$ cat config.mk
export PLATFORM = sky130hd
export DESIGN_NAME = flash_status_config_registers
export DESIGN_NICKNAME = d
export VERILOG_FILES = /design/src/flash_reg_pkg.sv /design/src/serial_link_if.sv /design/src/flash_status_config_registers.sv /design/src/serial_shifter.sv
export VERILOG_INCLUDE_DIRS = /design/src
export SDC_FILE = /design/constraint.sdc
export NUM_CORES = 1
export LEC_CHECK = 0
export BUFFER_PORTS_ARGS = -buffer_cell sky130_fd_sc_hd__clkbuf_2
export CAP_MARGIN = 20
export CELL_PAD_IN_SITES_DETAIL_PLACEMENT = 1
export CELL_PAD_IN_SITES_GLOBAL_PLACEMENT = 1
export CORE_MARGIN = 5
export CORE_UTILIZATION = 39
export CTS_CLUSTER_DIAMETER = 150
export DETAILED_ROUTE_END_ITERATION = 10
export GPL_TIMING_DRIVEN = 0
export PLACE_DENSITY_LB_ADDON = 0.1
export SLEW_MARGIN = 10
export SYNTH_ARGS = -nofsm -noshare
export SYNTH_HDL_FRONTEND = slang
export SYNTH_SLANG_ARGS = --single-unit
$ cat constraint.sdc
create_clock -name clock_in -period 1.8 [get_ports clock_in]
set_input_delay 0.09 -clock clock_in [delete_from_list [all_inputs] [get_ports clock_in]]
set_output_delay 0.09 -clock clock_in [all_outputs]
set_load 0.01 [all_outputs]
$ cat src/flash_status_config_regs.svh
// Purpose: Bit positions, opcodes and timing for the status/config bank
// Assumes: 100 MHz core clock
// Notes: Included by the package and the register module
`ifndef FLASH_STATUS_CONFIG_REGS_SVH
`define FLASH_STATUS_CONFIG_REGS_SVH
`define ST_BUSY_LO 0
`define ST_WR_LATCH 1
`define ST_ERASE_SUSP 2
`define ST_PROG_SUSP 3
`define ST_LOCKDOWN 4
`define ST_SEC 5
`define ST_RESERVED 6
`define ST_BUSY_HI 7
`define CF_IO_SEL 1
`define CF_LOCK_ABSENT 3
`define CF_PIN_EN 7
`define OP_READ_STATUS 8'h05
`define OP_WRITE_STATUS 8'h01
`define OP_READ_CONFIG 8'h35
`define CLK_PERIOD_NS 10
`define PIN_EN_WRITE_NS 1000
`define TIMER_W 16
`endif

$ cat src/flash_reg_pkg.sv
// Purpose: State types of the status/config bank and its serial shifter
// Assumes: Header holds every number
// Notes: Types only
`include "flash_status_config_regs.svh"
package flash_reg_pkg;
  typedef enum logic [2:0] {OP_IDLE, OP_CMD, OP_RD_ST, OP_RD_CF, OP_WR_ST, OP_WR_CF,
    OP_SKIP} op_state_t;
  typedef struct packed {
    logic [2:0][2:0] sy;
    logic [2:0] filt;
    logic [7:0] rx;
    logic [7:0] tx;
    logic [2:0] cnt;
    logic byte_valid;
    logic frame_start;
    logic miso;
    logic oe;
  } sh_state_t;
  typedef struct packed {
    logic [2:0] wp_sy;
    logic wp_f;
    logic busy;
    logic write_enable_latch;
    logic erase_susp;
    logic prog_susp;
    logic lockdown;
    logic sec;
    logic lock_absent;
    logic io_sel;
    logic pin_en;
    logic [`TIMER_W-1:0] timer;
    op_state_t op;
    logic [7:0] tx;
    logic reject;
    logic hw_prot;
    logic pins_on;
    logic [7:0] st_o;
    logic [7:0] cf_o;
  } reg_state_t;
endpackage

$ cat src/serial_link_if.sv
// Purpose: Byte carrier between serial shifter and register bank
// Assumes: Both ends on clock_in
// Notes: byte_valid and frame_start are one-cycle pulses
`timescale 1ns/1ns
`default_nettype none
interface serial_link_if;
  logic [7:0] rx_byte;
  logic byte_valid;
  logic frame_start;
  logic [7:0] tx_byte;
  logic tx_en;
  modport shifter (output rx_byte, output byte_valid, output frame_start,
    input tx_byte, input tx_en);
  modport regs (input rx_byte, input byte_valid, input frame_start,
    output tx_byte, output tx_en);
endinterface
`default_nettype wire

$ cat src/flash_status_config_registers.sv
// Purpose: Status and configuration registers of a quad serial flash
// Assumes: Event inputs are one-cycle pulses from the command decoder
// Notes: Nonvolatile bits are loaded from the nv_* inputs at reset
//
// Functional notes
// - Busy shown in status bits 0 and 7
// - Latch clear rejects program, erase, protection writes
// - Latch cleared by listed commands and completions
// - Erase suspend flag set/cleared by suspend/resume
// - Program suspend flag set/cleared by suspend/resume
// - Lock-down flag sticky until power cycle
// - Security lock flag sticky, nonvolatile
// - Status bit 6 reads zero
// - Status readable, never written, while busy
// - Config bit 1 selects protect/pause or quad lines
// - Quad commands invalid unless selector set
// - Selector ignored in four-wire command mode
// - Selector reset value from variant strap
// - Config bit 3 low once permanently locked
// - Config bit 7 nonvolatile protect pin enable
// - Hardware protect: pin low, enable set and protect/pause pins on
// - Pin enable change runs timed busy cycle
`timescale 1ns/1ns
`default_nettype none
`include "flash_status_config_regs.svh"
module flash_status_config_registers #(
  parameter int PIN_EN_WRITE_NS = `PIN_EN_WRITE_NS
) (
  input wire logic clock_in,
  input wire logic srst_in,
  input wire logic sck_in,
  input wire logic cs_n_in,
  input wire logic mosi_in,
  input wire logic wp_n_in,
  input wire logic io_sel_default_in,
  input wire logic nv_pin_en_in,
  input wire logic nv_sec_locked_in,
  input wire logic nv_perm_locked_in,
  input wire logic four_wire_command_mode_in,
  input wire logic soft_reset_in,
  input wire logic write_enable_cmd_in,
  input wire logic write_disable_cmd_in,
  input wire logic array_op_req_in,
  input wire logic array_busy_in,
  input wire logic array_op_is_erase_in,
  input wire logic array_op_done_in,
  input wire logic suspend_cmd_in,
  input wire logic resume_cmd_in,
  input wire logic protection_freeze_cmd_in,
  input wire logic protection_register_write_cmd_in,
  input wire logic sec_lockout_done_in,
  input wire logic perm_lock_set_in,
  input wire logic quad_cmd_in,
  output logic miso_out,
  output logic miso_oe_out,
  output logic [7:0] status_out,
  output logic [7:0] config_out,
  output logic command_rejected_out,
  output logic hw_protect_out,
  output logic protect_pause_pins_on_out
);
  localparam logic [`TIMER_W-1:0] PIN_EN_CYCLES =
    `TIMER_W'((PIN_EN_WRITE_NS + `CLK_PERIOD_NS - 1) / `CLK_PERIOD_NS);
  flash_reg_pkg::reg_state_t q, d;
  serial_link_if lnk ();
  logic wel_clear;
  logic gated_req;

  serial_shifter shifter_u (
    .clock_in(clock_in),
    .srst_in(srst_in),
    .sck_in(sck_in),
    .cs_n_in(cs_n_in),
    .mosi_in(mosi_in),
    .lnk(lnk.shifter),
    .miso_out(miso_out),
    .miso_oe_out(miso_oe_out)
  );

  function automatic logic [7:0] status_of(flash_reg_pkg::reg_state_t s);
    logic [7:0] v;
    v = 8'h00;
    v[`ST_BUSY_LO] = s.busy;
    v[`ST_BUSY_HI] = s.busy;
    v[`ST_WR_LATCH] = s.write_enable_latch;
    v[`ST_ERASE_SUSP] = s.erase_susp;
    v[`ST_PROG_SUSP] = s.prog_susp;
    v[`ST_LOCKDOWN] = s.lockdown;
    v[`ST_SEC] = s.sec;
    v[`ST_RESERVED] = 1'b0;
    return v;
  endfunction

  function automatic logic [7:0] config_of(flash_reg_pkg::reg_state_t s);
    logic [7:0] v;
    v = 8'h00;
    v[`CF_IO_SEL] = s.io_sel;
    v[`CF_LOCK_ABSENT] = s.lock_absent;
    v[`CF_PIN_EN] = s.pin_en;
    return v;
  endfunction

  always_comb
  begin
    d = q;
    d.reject = 1'b0;
    d.wp_sy = {q.wp_sy[1:0], wp_n_in};
    if (q.wp_sy[1] == q.wp_sy[2])
      d.wp_f = q.wp_sy[2];
    // Selector only matters in single-wire mode; four-wire mode kills both pins
    d.pins_on = ~q.io_sel & ~four_wire_command_mode_in;
    d.hw_prot = ~q.wp_f & q.pin_en & d.pins_on;
    if (q.timer != '0)
      d.timer = q.timer - `TIMER_W'(1);
    // Program, erase and protection requests need the latch
    gated_req = array_op_req_in | protection_freeze_cmd_in
      | protection_register_write_cmd_in;
    if (gated_req & ~q.write_enable_latch)
      d.reject = 1'b1;
    if (quad_cmd_in & ~four_wire_command_mode_in & ~q.io_sel)
      d.reject = 1'b1;
    if (protection_freeze_cmd_in & q.write_enable_latch)
      d.lockdown = 1'b1;
    if (sec_lockout_done_in)
      d.sec = 1'b1;
    if (perm_lock_set_in)
      d.lock_absent = 1'b0;
    // Resume clears, but a suspend in the same cycle wins
    if (resume_cmd_in)
    begin
      d.erase_susp = 1'b0;
      d.prog_susp = 1'b0;
    end
    if (suspend_cmd_in & array_busy_in & array_op_is_erase_in)
      d.erase_susp = 1'b1;
    if (suspend_cmd_in & array_busy_in & ~array_op_is_erase_in)
      d.prog_susp = 1'b1;
    wel_clear = soft_reset_in | write_disable_cmd_in | array_op_done_in
      | sec_lockout_done_in | suspend_cmd_in | protection_freeze_cmd_in
      | protection_register_write_cmd_in;
    if (lnk.frame_start)
      d.op = flash_reg_pkg::OP_CMD;
    if (lnk.byte_valid)
    begin
      case (q.op)
        flash_reg_pkg::OP_CMD:
        begin
          d.op = flash_reg_pkg::OP_SKIP;
          if (lnk.rx_byte == `OP_READ_STATUS)
          begin
            d.op = flash_reg_pkg::OP_RD_ST;
            d.tx = q.st_o;
          end
          if (lnk.rx_byte == `OP_READ_CONFIG)
          begin
            d.op = flash_reg_pkg::OP_RD_CF;
            d.tx = q.cf_o;
          end
          if (lnk.rx_byte == `OP_WRITE_STATUS)
          begin
            // Writes are rejected until the internal write ends
            if (q.write_enable_latch & ~q.busy)
              d.op = flash_reg_pkg::OP_WR_ST;
            else
              d.reject = 1'b1;
          end
        end
        flash_reg_pkg::OP_RD_ST:
          d.tx = q.st_o;
        flash_reg_pkg::OP_RD_CF:
          d.tx = q.cf_o;
        flash_reg_pkg::OP_WR_ST:
          d.op = flash_reg_pkg::OP_WR_CF;
        flash_reg_pkg::OP_WR_CF:
        begin
          d.op = flash_reg_pkg::OP_SKIP;
          wel_clear = 1'b1;
          if (~q.hw_prot)
          begin
            d.io_sel = lnk.rx_byte[`CF_IO_SEL];
            d.pin_en = lnk.rx_byte[`CF_PIN_EN];
            if (lnk.rx_byte[`CF_PIN_EN] != q.pin_en)
              d.timer = PIN_EN_CYCLES;
          end
          else
            d.reject = 1'b1;
        end
        default:
          d.op = flash_reg_pkg::OP_SKIP;
      endcase
    end
    if (wel_clear)
      d.write_enable_latch = 1'b0;
    if (write_enable_cmd_in)
      d.write_enable_latch = 1'b1;
    d.busy = array_busy_in | (d.timer != '0);
    if (srst_in)
    begin
      d = '0;
      d.wp_sy = 3'h7;
      d.wp_f = 1'b1;
      d.io_sel = io_sel_default_in;
      d.pin_en = nv_pin_en_in;
      d.sec = nv_sec_locked_in;
      d.lock_absent = ~nv_perm_locked_in;
      d.op = flash_reg_pkg::OP_IDLE;
    end
    // Both bytes come from the same next state, so a read is coherent
    d.st_o = status_of(d);
    d.cf_o = config_of(d);
  end

  always_ff @(posedge clock_in)
  begin
    q <= d;
  end

  assign lnk.tx_byte = q.tx;
  assign lnk.tx_en = (q.op == flash_reg_pkg::OP_RD_ST) | (q.op == flash_reg_pkg::OP_RD_CF);
  assign status_out = q.st_o;
  assign config_out = q.cf_o;
  assign command_rejected_out = q.reject;
  assign hw_protect_out = q.hw_prot;
  assign protect_pause_pins_on_out = q.pins_on;
endmodule
`default_nettype wire

$ cat src/serial_shifter.sv
// Purpose: Mode 0 serial byte shifter, oversampling the link pins
// Assumes: Core clock at least eight times the serial clock
// Notes: MSB first; out byte is loaded on the falling edge after a byte
`timescale 1ns/1ns
`default_nettype none
module serial_shifter (
  input wire logic clock_in,
  input wire logic srst_in,
  input wire logic sck_in,
  input wire logic cs_n_in,
  input wire logic mosi_in,
  serial_link_if.shifter lnk,
  output logic miso_out,
  output logic miso_oe_out
);
  flash_reg_pkg::sh_state_t q, d;
  logic [2:0] pins;
  logic rise;
  logic fall;
  assign pins = {sck_in, cs_n_in, mosi_in};
  always_comb
  begin
    d = q;
    d.byte_valid = 1'b0;
    d.frame_start = 1'b0;
    for (int i = 0; i < 3; i++)
    begin
      d.sy[i] = {q.sy[i][1:0], pins[i]};
      // Only the later two stages vote, the first is metastability guard
      if (q.sy[i][1] == q.sy[i][2])
        d.filt[i] = q.sy[i][2];
    end
    rise = ~q.filt[2] & d.filt[2];
    fall = q.filt[2] & ~d.filt[2];
    if (q.filt[1] & ~d.filt[1])
    begin
      d.frame_start = 1'b1;
      d.cnt = 3'h0;
    end
    if (~d.filt[1] & rise)
    begin
      d.rx = {q.rx[6:0], d.filt[0]};
      d.cnt = q.cnt + 3'h1;
      d.byte_valid = (q.cnt == 3'h7);
    end
    if (~d.filt[1] & fall)
    begin
      d.tx = (q.cnt == 3'h0) ? lnk.tx_byte : {q.tx[6:0], 1'b0};
      d.miso = d.tx[7];
    end
    d.oe = ~d.filt[1] & lnk.tx_en;
    if (srst_in)
    begin
      d = '0;
      // Stages start at the idle pin levels, so no false edge follows reset
      d.sy[1] = 3'h7;
      d.filt = 3'h2;
    end
  end
  always_ff @(posedge clock_in)
  begin
    q <= d;
  end
  assign lnk.rx_byte = q.rx;
  assign lnk.byte_valid = q.byte_valid;
  assign lnk.frame_start = q.frame_start;
  assign miso_out = q.miso;
  assign miso_oe_out = q.oe;
endmodule
`default_nettype wire

==> flow_summary.yaml, run 1 <==
clocking:
  root_buffer: "clkbuf_8"
  cts_max_level: 3
  clk_latency_ns: 0.35
  cts.reportedPaths.clkPinSlew_ns: 0.08
  cts.path.max_buffers: 2
  cts_num_sinks: 76
  cts_buffers: 9
  cts_tree: "built"
timing:
  hold_viol_final: 0
  max_slew_margin: 0.578
  final_max_slew_viol_count: 0
  fmax_ghz: 0.506
  rsz0062_at_grt: "yes"
  post-route-period-util: 1.10
  worstMarginPinSlew_ns: 0.633
  setup_viol: 9
  setup_tns_ns: -0.560
  clock_skew_ns: 0.00820
  layout_setup_ws_ns: -0.178
  period_needed_ns: 1.98
critical_path:
  critPathMaxFanout: 3
  reg2reg_depth: 9
  end_kind: "flop"
  worstSetupPathType: "reg -> reg"
  start_kind: "flop"
  arrival_ns: 2.19
  r2r_start: "q[30]$_SDFF_PP0_"
  rrSetupSlack_ns: -0.18
  r2r_end: "status_out[0]$_SDFF_PP0_"
  crit_required_ns: 2.02
final_layout:
  multi_input_area_sq_mm: 0.00190
  final_cell_mix: "67 x dfxtp_1, 44 x nand2_1, 40 x clkbuf_2, 38 x nor2_1, 31 x buf_4"
  seq_area_sq_mm: 0.00157
  num_antenna_cells: 0
  area_growth_pct: 32.3
  layout_commonest_cell: "dfxtp_1"
  fillers: 1027
  nets: 505
  drive_gt1_frac: 0.328
  design_area_sq_mm: 0.00454
  stdcell_count: 589
  utilization: 0.525
hold_path:
  whs_endpoint: "status_out[4]$_SDFF_PP0_"
  worstHoldStart: "protection_freeze_cmd_in"
  whs_path_depth: 3
  min_path_type: "in -> reg"
run_status:
  status: "finished with violations"
  violations: "setup timing"
drt:
  postRouteAntennaNets: 0
  routedWlPerCell_um: 16.8
  vias_per_cell: 5.22
  drtIter0Drc: 80
  dr_total_vias: 3075
  drtPass1Iterations: 4
  drt_wl_total_mm: 9.89
  drc_errors: 0
pwr:
  p_int_uw: 4070
  p_comb_frac: 0.393
  leakagePower_uw: 0.00174
  ir_worst_vdd_mv: 0.919
  pwr-share-clk: 0.267
  switchingPower_uw: 2200
  sequentialPowerShare: 0.340
  power_per_cell_area_mw_per_mm2: 1380
  swShare: 0.351
synthesis:
  yosysWarnings: 0
  synth-seq-cells: 76
  syn_area_per_cell_sq_um: 8.57
  syn_area_sq_mm: 0.00343
  synth-edff-count: 3
  synth-seq-area-share: 0.453
  async_reset_ff_frac: 0
  synth_flop_cell: "dfxtp_1"
  yosysUniqueCellTypes: 57
  synthCells: 400
die:
  die_h_um: 104
  row_count: 34
  dieArea_sq_mm: 0.0108
  core-area_sq_mm: 0.00864
  pin_count: 46
  start_util: 0.397
  die_w_um: 104
grt:
  grt-ovfl-total: 0
  grt_first_pass_wirelength_mm: 16.2
  grt_start_max_net_pins: 14
  antenna_found_initial: 0
  grt_util_all_layers: 0.184
  grt_pass1_vias: 3184
flow_run:
  cap_violations: 0
placed_design:
  port-buffer-count: 39
  place.gp.congestion: 0.845
  hpwl_mm: 6.88
  dp.cells: 552
  post_dp_cell_area_sq_mm: 0.00379
-- synth_stat cells, types with 3 or more instances --
master | n | share of area
nand4_1 | 3 | 0.0055
buf_2 | 7 | 0.010
xor2_1 | 3 | 0.0077
nand2_1 | 49 | 0.054
mux2i_1 | 7 | 0.020
nor3_1 | 12 | 0.018
a221oi_1 | 4 | 0.010
a211oi_1 | 7 | 0.015
edfxtp_1 | 3 | 0.026
nand2b_1 | 9 | 0.016
dfxtp_1 | 73 | 0.43
nor2b_1 | 8 | 0.015
nor3b_1 | 3 | 0.0066
xnor2_1 | 6 | 0.015
buf_4 | 16 | 0.035
or4_1 | 4 | 0.0088
buf_1 | 3 | 0.0033
inv_1 | 9 | 0.0099
o21ai_0 | 12 | 0.018
or3_1 | 3 | 0.0055
a31oi_1 | 9 | 0.016
ha_1 | 4 | 0.015
or2_2 | 10 | 0.018
nor4_1 | 8 | 0.015
clkbuf_1 | 12 | 0.013
nor2_1 | 39 | 0.043
nand3_1 | 11 | 0.016
a21oi_1 | 32 | 0.047
-- layer usage --
metal / GRT usage / wire (um) / vias to the layer above
li1: - / - / 1524
met1: 0.249 / 4800 / 1486
met2: 0.293 / 4580 / 55
met3: 0.0423 / 389 / 10
met4: 0.0527 / 121 / 0
met5: 0 / 0 / -
-- kinds of logic after synthesis --
| kind of cell | Yosys count | synth area share |
|---|---|---|
| and+or+nand+nor | 178 | 0.278 |
| AOI/OAI and AO/OA | 76 | 0.133 |
| DFF | 76 | 0.453 |
| buffers and inverters | 47 | 0.0715 |
| xor gates and xnor gates | 9 | 0.0230 |
| muxes | 8 | 0.0237 |
| adders and majority gates | 5 | 0.0175 |
| other | 1 | 0.00109 |
-- layout make-up --
cell class | count | area share
Sequential cell | 76 | 0.346
Inverter | 9 | 0.00800
Clock inverter | 5 | 0.0232
Timing Repair Buffer | 65 | 0.0938
Clock buffer | 11 | 0.0336
Multi-Input combinational cell | 282 | 0.419
Tap cell | 108 | 0.0298
Buffer | 33 | 0.0469
-- worst max-delay path by stage --
stage	start	end	slack, ns	depth (start not counted)
global placement	shifter_u.lnk.byte_valid$_SDFF_PP0_	q[31]$_SDFF_PP0_	-0.53	7
finish	q[30]$_SDFF_PP0_	status_out[0]$_SDFF_PP0_	-0.18	9
global route	q[30]$_SDFF_PP0_	status_out[0]$_SDFF_PP0_	-0.28	10
detailed placement	shifter_u.lnk.byte_valid$_SDFF_PP0_	q[33]$_SDFF_PP0_	-0.59	7
floorplan	q[30]$_SDFF_PP0_	status_out[0]$_SDFF_PP0_	0.01	9
CTS	q[31]$_SDFF_PP0_	status_out[0]$_SDFF_PP0_	-0.18	9
-- registers in the layout, indices dropped and copies added, names as in the netlist --
register and cells:
shifter_u.lnk.frame_start 1, shifter_u.lnk.rx_byte 8, shifter_u.q 22, shifter_u.miso_out 1, lnk.tx_byte 7, shifter_u.lnk.byte_valid 1, shifter_u.miso_oe_out 1, hw_protect_out 1
command_rejected_out 1, config_out 3, q 23, status_out 6, protect_pause_pins_on_out 1
-- power groups by stage --
stage,Sequential [uW],Clock [uW],Combinational (uW)
5_1_grt,2160,1790,2650
2_1_floorplan,2030,0,1380
4_1_cts,2070,1710,2190
3_5_place_dp,2090,0,1800
6_report,2130,1680,2460
3_3_place_gp,2080,0,1740
-- stage by stage --
stage          setup WS (ns)  hold slack (ns)  total power, uW
2_1_floorplan         0.0126            0.169             3420
3_3_place_gp          -0.528            0.277             3830
3_5_place_dp          -0.587            0.278             3890
4_1_cts               -0.179          0.00470             5970
5_1_grt               -0.277         0.000293             6610
6_report              -0.178          0.00422             6270
-- critical path: stages (launching register included) --
cell      delay [ns]
dfxtp_4         0.37
inv_4           0.06
ha_4            0.14
buf_4           0.10
nor3b_4         0.22
nand4_1         0.21
o21ai_1         0.26
o211ai_1        0.21
o21ai_1         0.17
a31oi_1         0.10
-- repair_timing --
action	in CTS	in global routing
hold buffers	8	0
endpoints found under the hold margin	8	0
setup buffers	17	3
setup endpoints to repair	38	38
pin swaps	24	22
resized for setup	40	37
Note: power is estimated with default switching activity, not from simulation.
==> run 2: changes to the inputs <==
--- a/config.mk
+++ b/config.mk
@@ -12,6 +12,7 @@
 export CELL_PAD_IN_SITES_GLOBAL_PLACEMENT = 1
 export CORE_MARGIN = 5
 export CORE_UTILIZATION = 39
+export CTS_BUF_LIST = sky130_fd_sc_hd__clkbuf_16
 export CTS_CLUSTER_DIAMETER = 150
 export DETAILED_ROUTE_END_ITERATION = 10
 export GPL_TIMING_DRIVEN = 0
==> flow_summary.yaml, run 2 (same netlist as run 1, synthesis figures left out) <==
timing:
  worstMarginPinSlew_ns: 0.638
  fmax_ghz: 0.494
  setup_viol: 10
  final_max_slew_viol_count: 0
  post-route-period-util: 1.12
  clock_skew_ns: 0.00754
  period_needed_ns: 2.02
  max_slew_margin: 0.575
  hold_viol_final: 0
  rsz0062_at_grt: "yes"
  layout_setup_ws_ns: -0.225
critical_path:
  critPathMaxFanout: 10
  end_kind: "flop"
  cpMaxStageDelayCell: "dfxtp_4"
  cpPeakStageDelay_ns: 0.37
  cpLargestDelayFamily: "simple AND/OR/NAND/NOR gates"
  arrival_ns: 2.21
  r2r_start: "q[30]$_SDFF_PP0_"
  r2r_end: "status_out[0]$_SDFF_PP0_"
  cp_num_buf_inv: 3
  start_kind: "flop"
  worstSetupPathType: "reg -> reg"
  rrSetupSlack_ns: -0.22
  reg2reg_depth: 10
  crit_required_ns: 1.98
  path_cells: "inv_4 -> ha_4 -> buf_4 -> nor4b_4 -> nand4_1 -> buf_6 -> nor2_1 -> a31oi_1 -> nor3b_4 -> a31oi_1"
  cp_common_cell: "a31oi_1"
clocking:
  cts_tree: "built"
  clk_latency_ns: 0.33
  cts.reportedPaths.clkPinSlew_ns: 0.06
  root_buffer: "clkbuf_16"
  cts_buffers: 9
  cts_max_level: 3
  cts_num_sinks: 76
  cts.path.max_buffers: 2
die:
  row_count: 34
  die_w_um: 104
  pin_count: 46
  core-area_sq_mm: 0.00864
  dieArea_sq_mm: 0.0108
  die_h_um: 104
  start_util: 0.397
drt:
  vias_per_cell: 5.26
  postRouteAntennaNets: 0
  routedWlPerCell_um: 17.5
  drtPass1Iterations: 4
  drc_errors: 0
  dr_total_vias: 3108
  drtIter0Drc: 81
  drt_wl_total_mm: 10.3
placed_design:
  post_dp_cell_area_sq_mm: 0.00379
  hpwl_mm: 6.88
  port-buffer-count: 39
  place.gp.congestion: 0.845
pwr:
  ir_worst_vdd_mv: 0.897
  p_total_uw: 6880
  power_per_cell_area_mw_per_mm2: 1480
  leakagePower_uw: 0.00180
hold_path:
  whs_path_depth: 2
  whs_endpoint: "config_out[3]$_DFFE_PP_"
  min_path_type: "in -> reg"
  worstHoldStart: "nv_perm_locked_in"
grt:
  grt_util_all_layers: 0.186
  grt_first_pass_wirelength_mm: 16.5
  antenna_found_initial: 0
  grt_start_max_net_pins: 14
  grt_pass1_vias: 3222
  grt-ovfl-total: 0
final_layout:
  seq_area_sq_mm: 0.00157
  drive_gt1_frac: 0.331
  design_area_sq_mm: 0.00465
  final_cell_mix: "67 x dfxtp_1, 44 x nand2_1, 40 x clkbuf_2, 38 x nor2_1, 35 x buf_4"
  fillers: 1020
  nets: 507
  num_antenna_cells: 0
  area_growth_pct: 35.5
  multi_input_area_sq_mm: 0.00189
  regMostFlops: "q"
  layout_commonest_cell: "dfxtp_1"
  largest_reg_flops: 23
flow_run:
  cap_violations: 0
run_status:
  violations: "setup timing"
  status: "finished with violations"
run 2: cell count changes in the layout (fill, tap and decap cells not counted), sizes merged:
cell         previous run  this run
buf                    44        47
clkbuf                 57        56
dlygate4sd3             8         7
inv                    10        11
run 2: timing repair:
item | CTS | global route
gates resized for setup | 42 | 31
hold buffers | 7 | 0
endpoints found under the setup margin | 38 | 38
pin swaps | 20 | 20
buffers inserted | 16 | 7
endpoints found under the hold margin | 7 | 0
cloned | 0 | 0
run 2: worst max-delay path by stage:
stage | start | to | slack [ns] | cells past startpoint
after CTS | q[30]$_SDFF_PP0_ | status_out[0]$_SDFF_PP0_ | -0.17 | 9
final | q[30]$_SDFF_PP0_ | status_out[0]$_SDFF_PP0_ | -0.22 | 10
after global routing | q[30]$_SDFF_PP0_ | status_out[0]$_SDFF_PP0_ | -0.33 | 10
after floorplan | q[30]$_SDFF_PP0_ | status_out[0]$_SDFF_PP0_ | 0.01 | 9
after global placement | shifter_u.lnk.byte_valid$_SDFF_PP0_ | q[31]$_SDFF_PP0_ | -0.53 | 7
after detailed placement | shifter_u.lnk.byte_valid$_SDFF_PP0_ | q[33]$_SDFF_PP0_ | -0.59 | 7
run 2: where the power goes:
part | switching, uW | leakage, uW | internal (uW) | total (uW)
Clock | 713 | 0.000180 | 1440 | 2150
Sequential | 260 | 0.000629 | 1880 | 2140
Combinational | 1340 | 0.000989 | 1250 | 2590
run 2: area by class of cell:
type                    instances  area share
clock buffers                  10      0.0539
well taps                     108      0.0291
plain buffers                  33      0.0458
multi-input cells             282       0.407
flip-flops and latches         76       0.338
repair buffers                 67      0.0953
clock inverters                 6      0.0234
inverters                       9     0.00781
run 2: routing by layer:
metal / part of all wire / up-vias / GRT usage
met5: 0 / - / 0
met4: 0.012 / 0 / 0.0444
met3: 0.039 / 10 / 0.0417
met2: 0.48 / 63 / 0.302
met1: 0.47 / 1504 / 0.250
li1: - / 1531 / -
run 2: through the flow:
| stage | setup slack (ns) | hold WS (ns) | TNS [ns] | utilization | instances |
|---|---|---|---|---|---|
| detailed placement | -0.587 | 0.278 | -7.50 | 0.439 | 552 |
| global route | -0.328 | 0.0267 | -1.83 | 0.538 | 591 |
| global placement | -0.528 | 0.277 | -6.11 | 0.439 | 552 |
| finish | -0.225 | 0.0322 | -0.705 | 0.538 | 591 |
| floorplan | 0.0126 | 0.169 | 0 | - | 405 |
| CTS | -0.175 | 0.0253 | -1.05 | 0.522 | 589 |
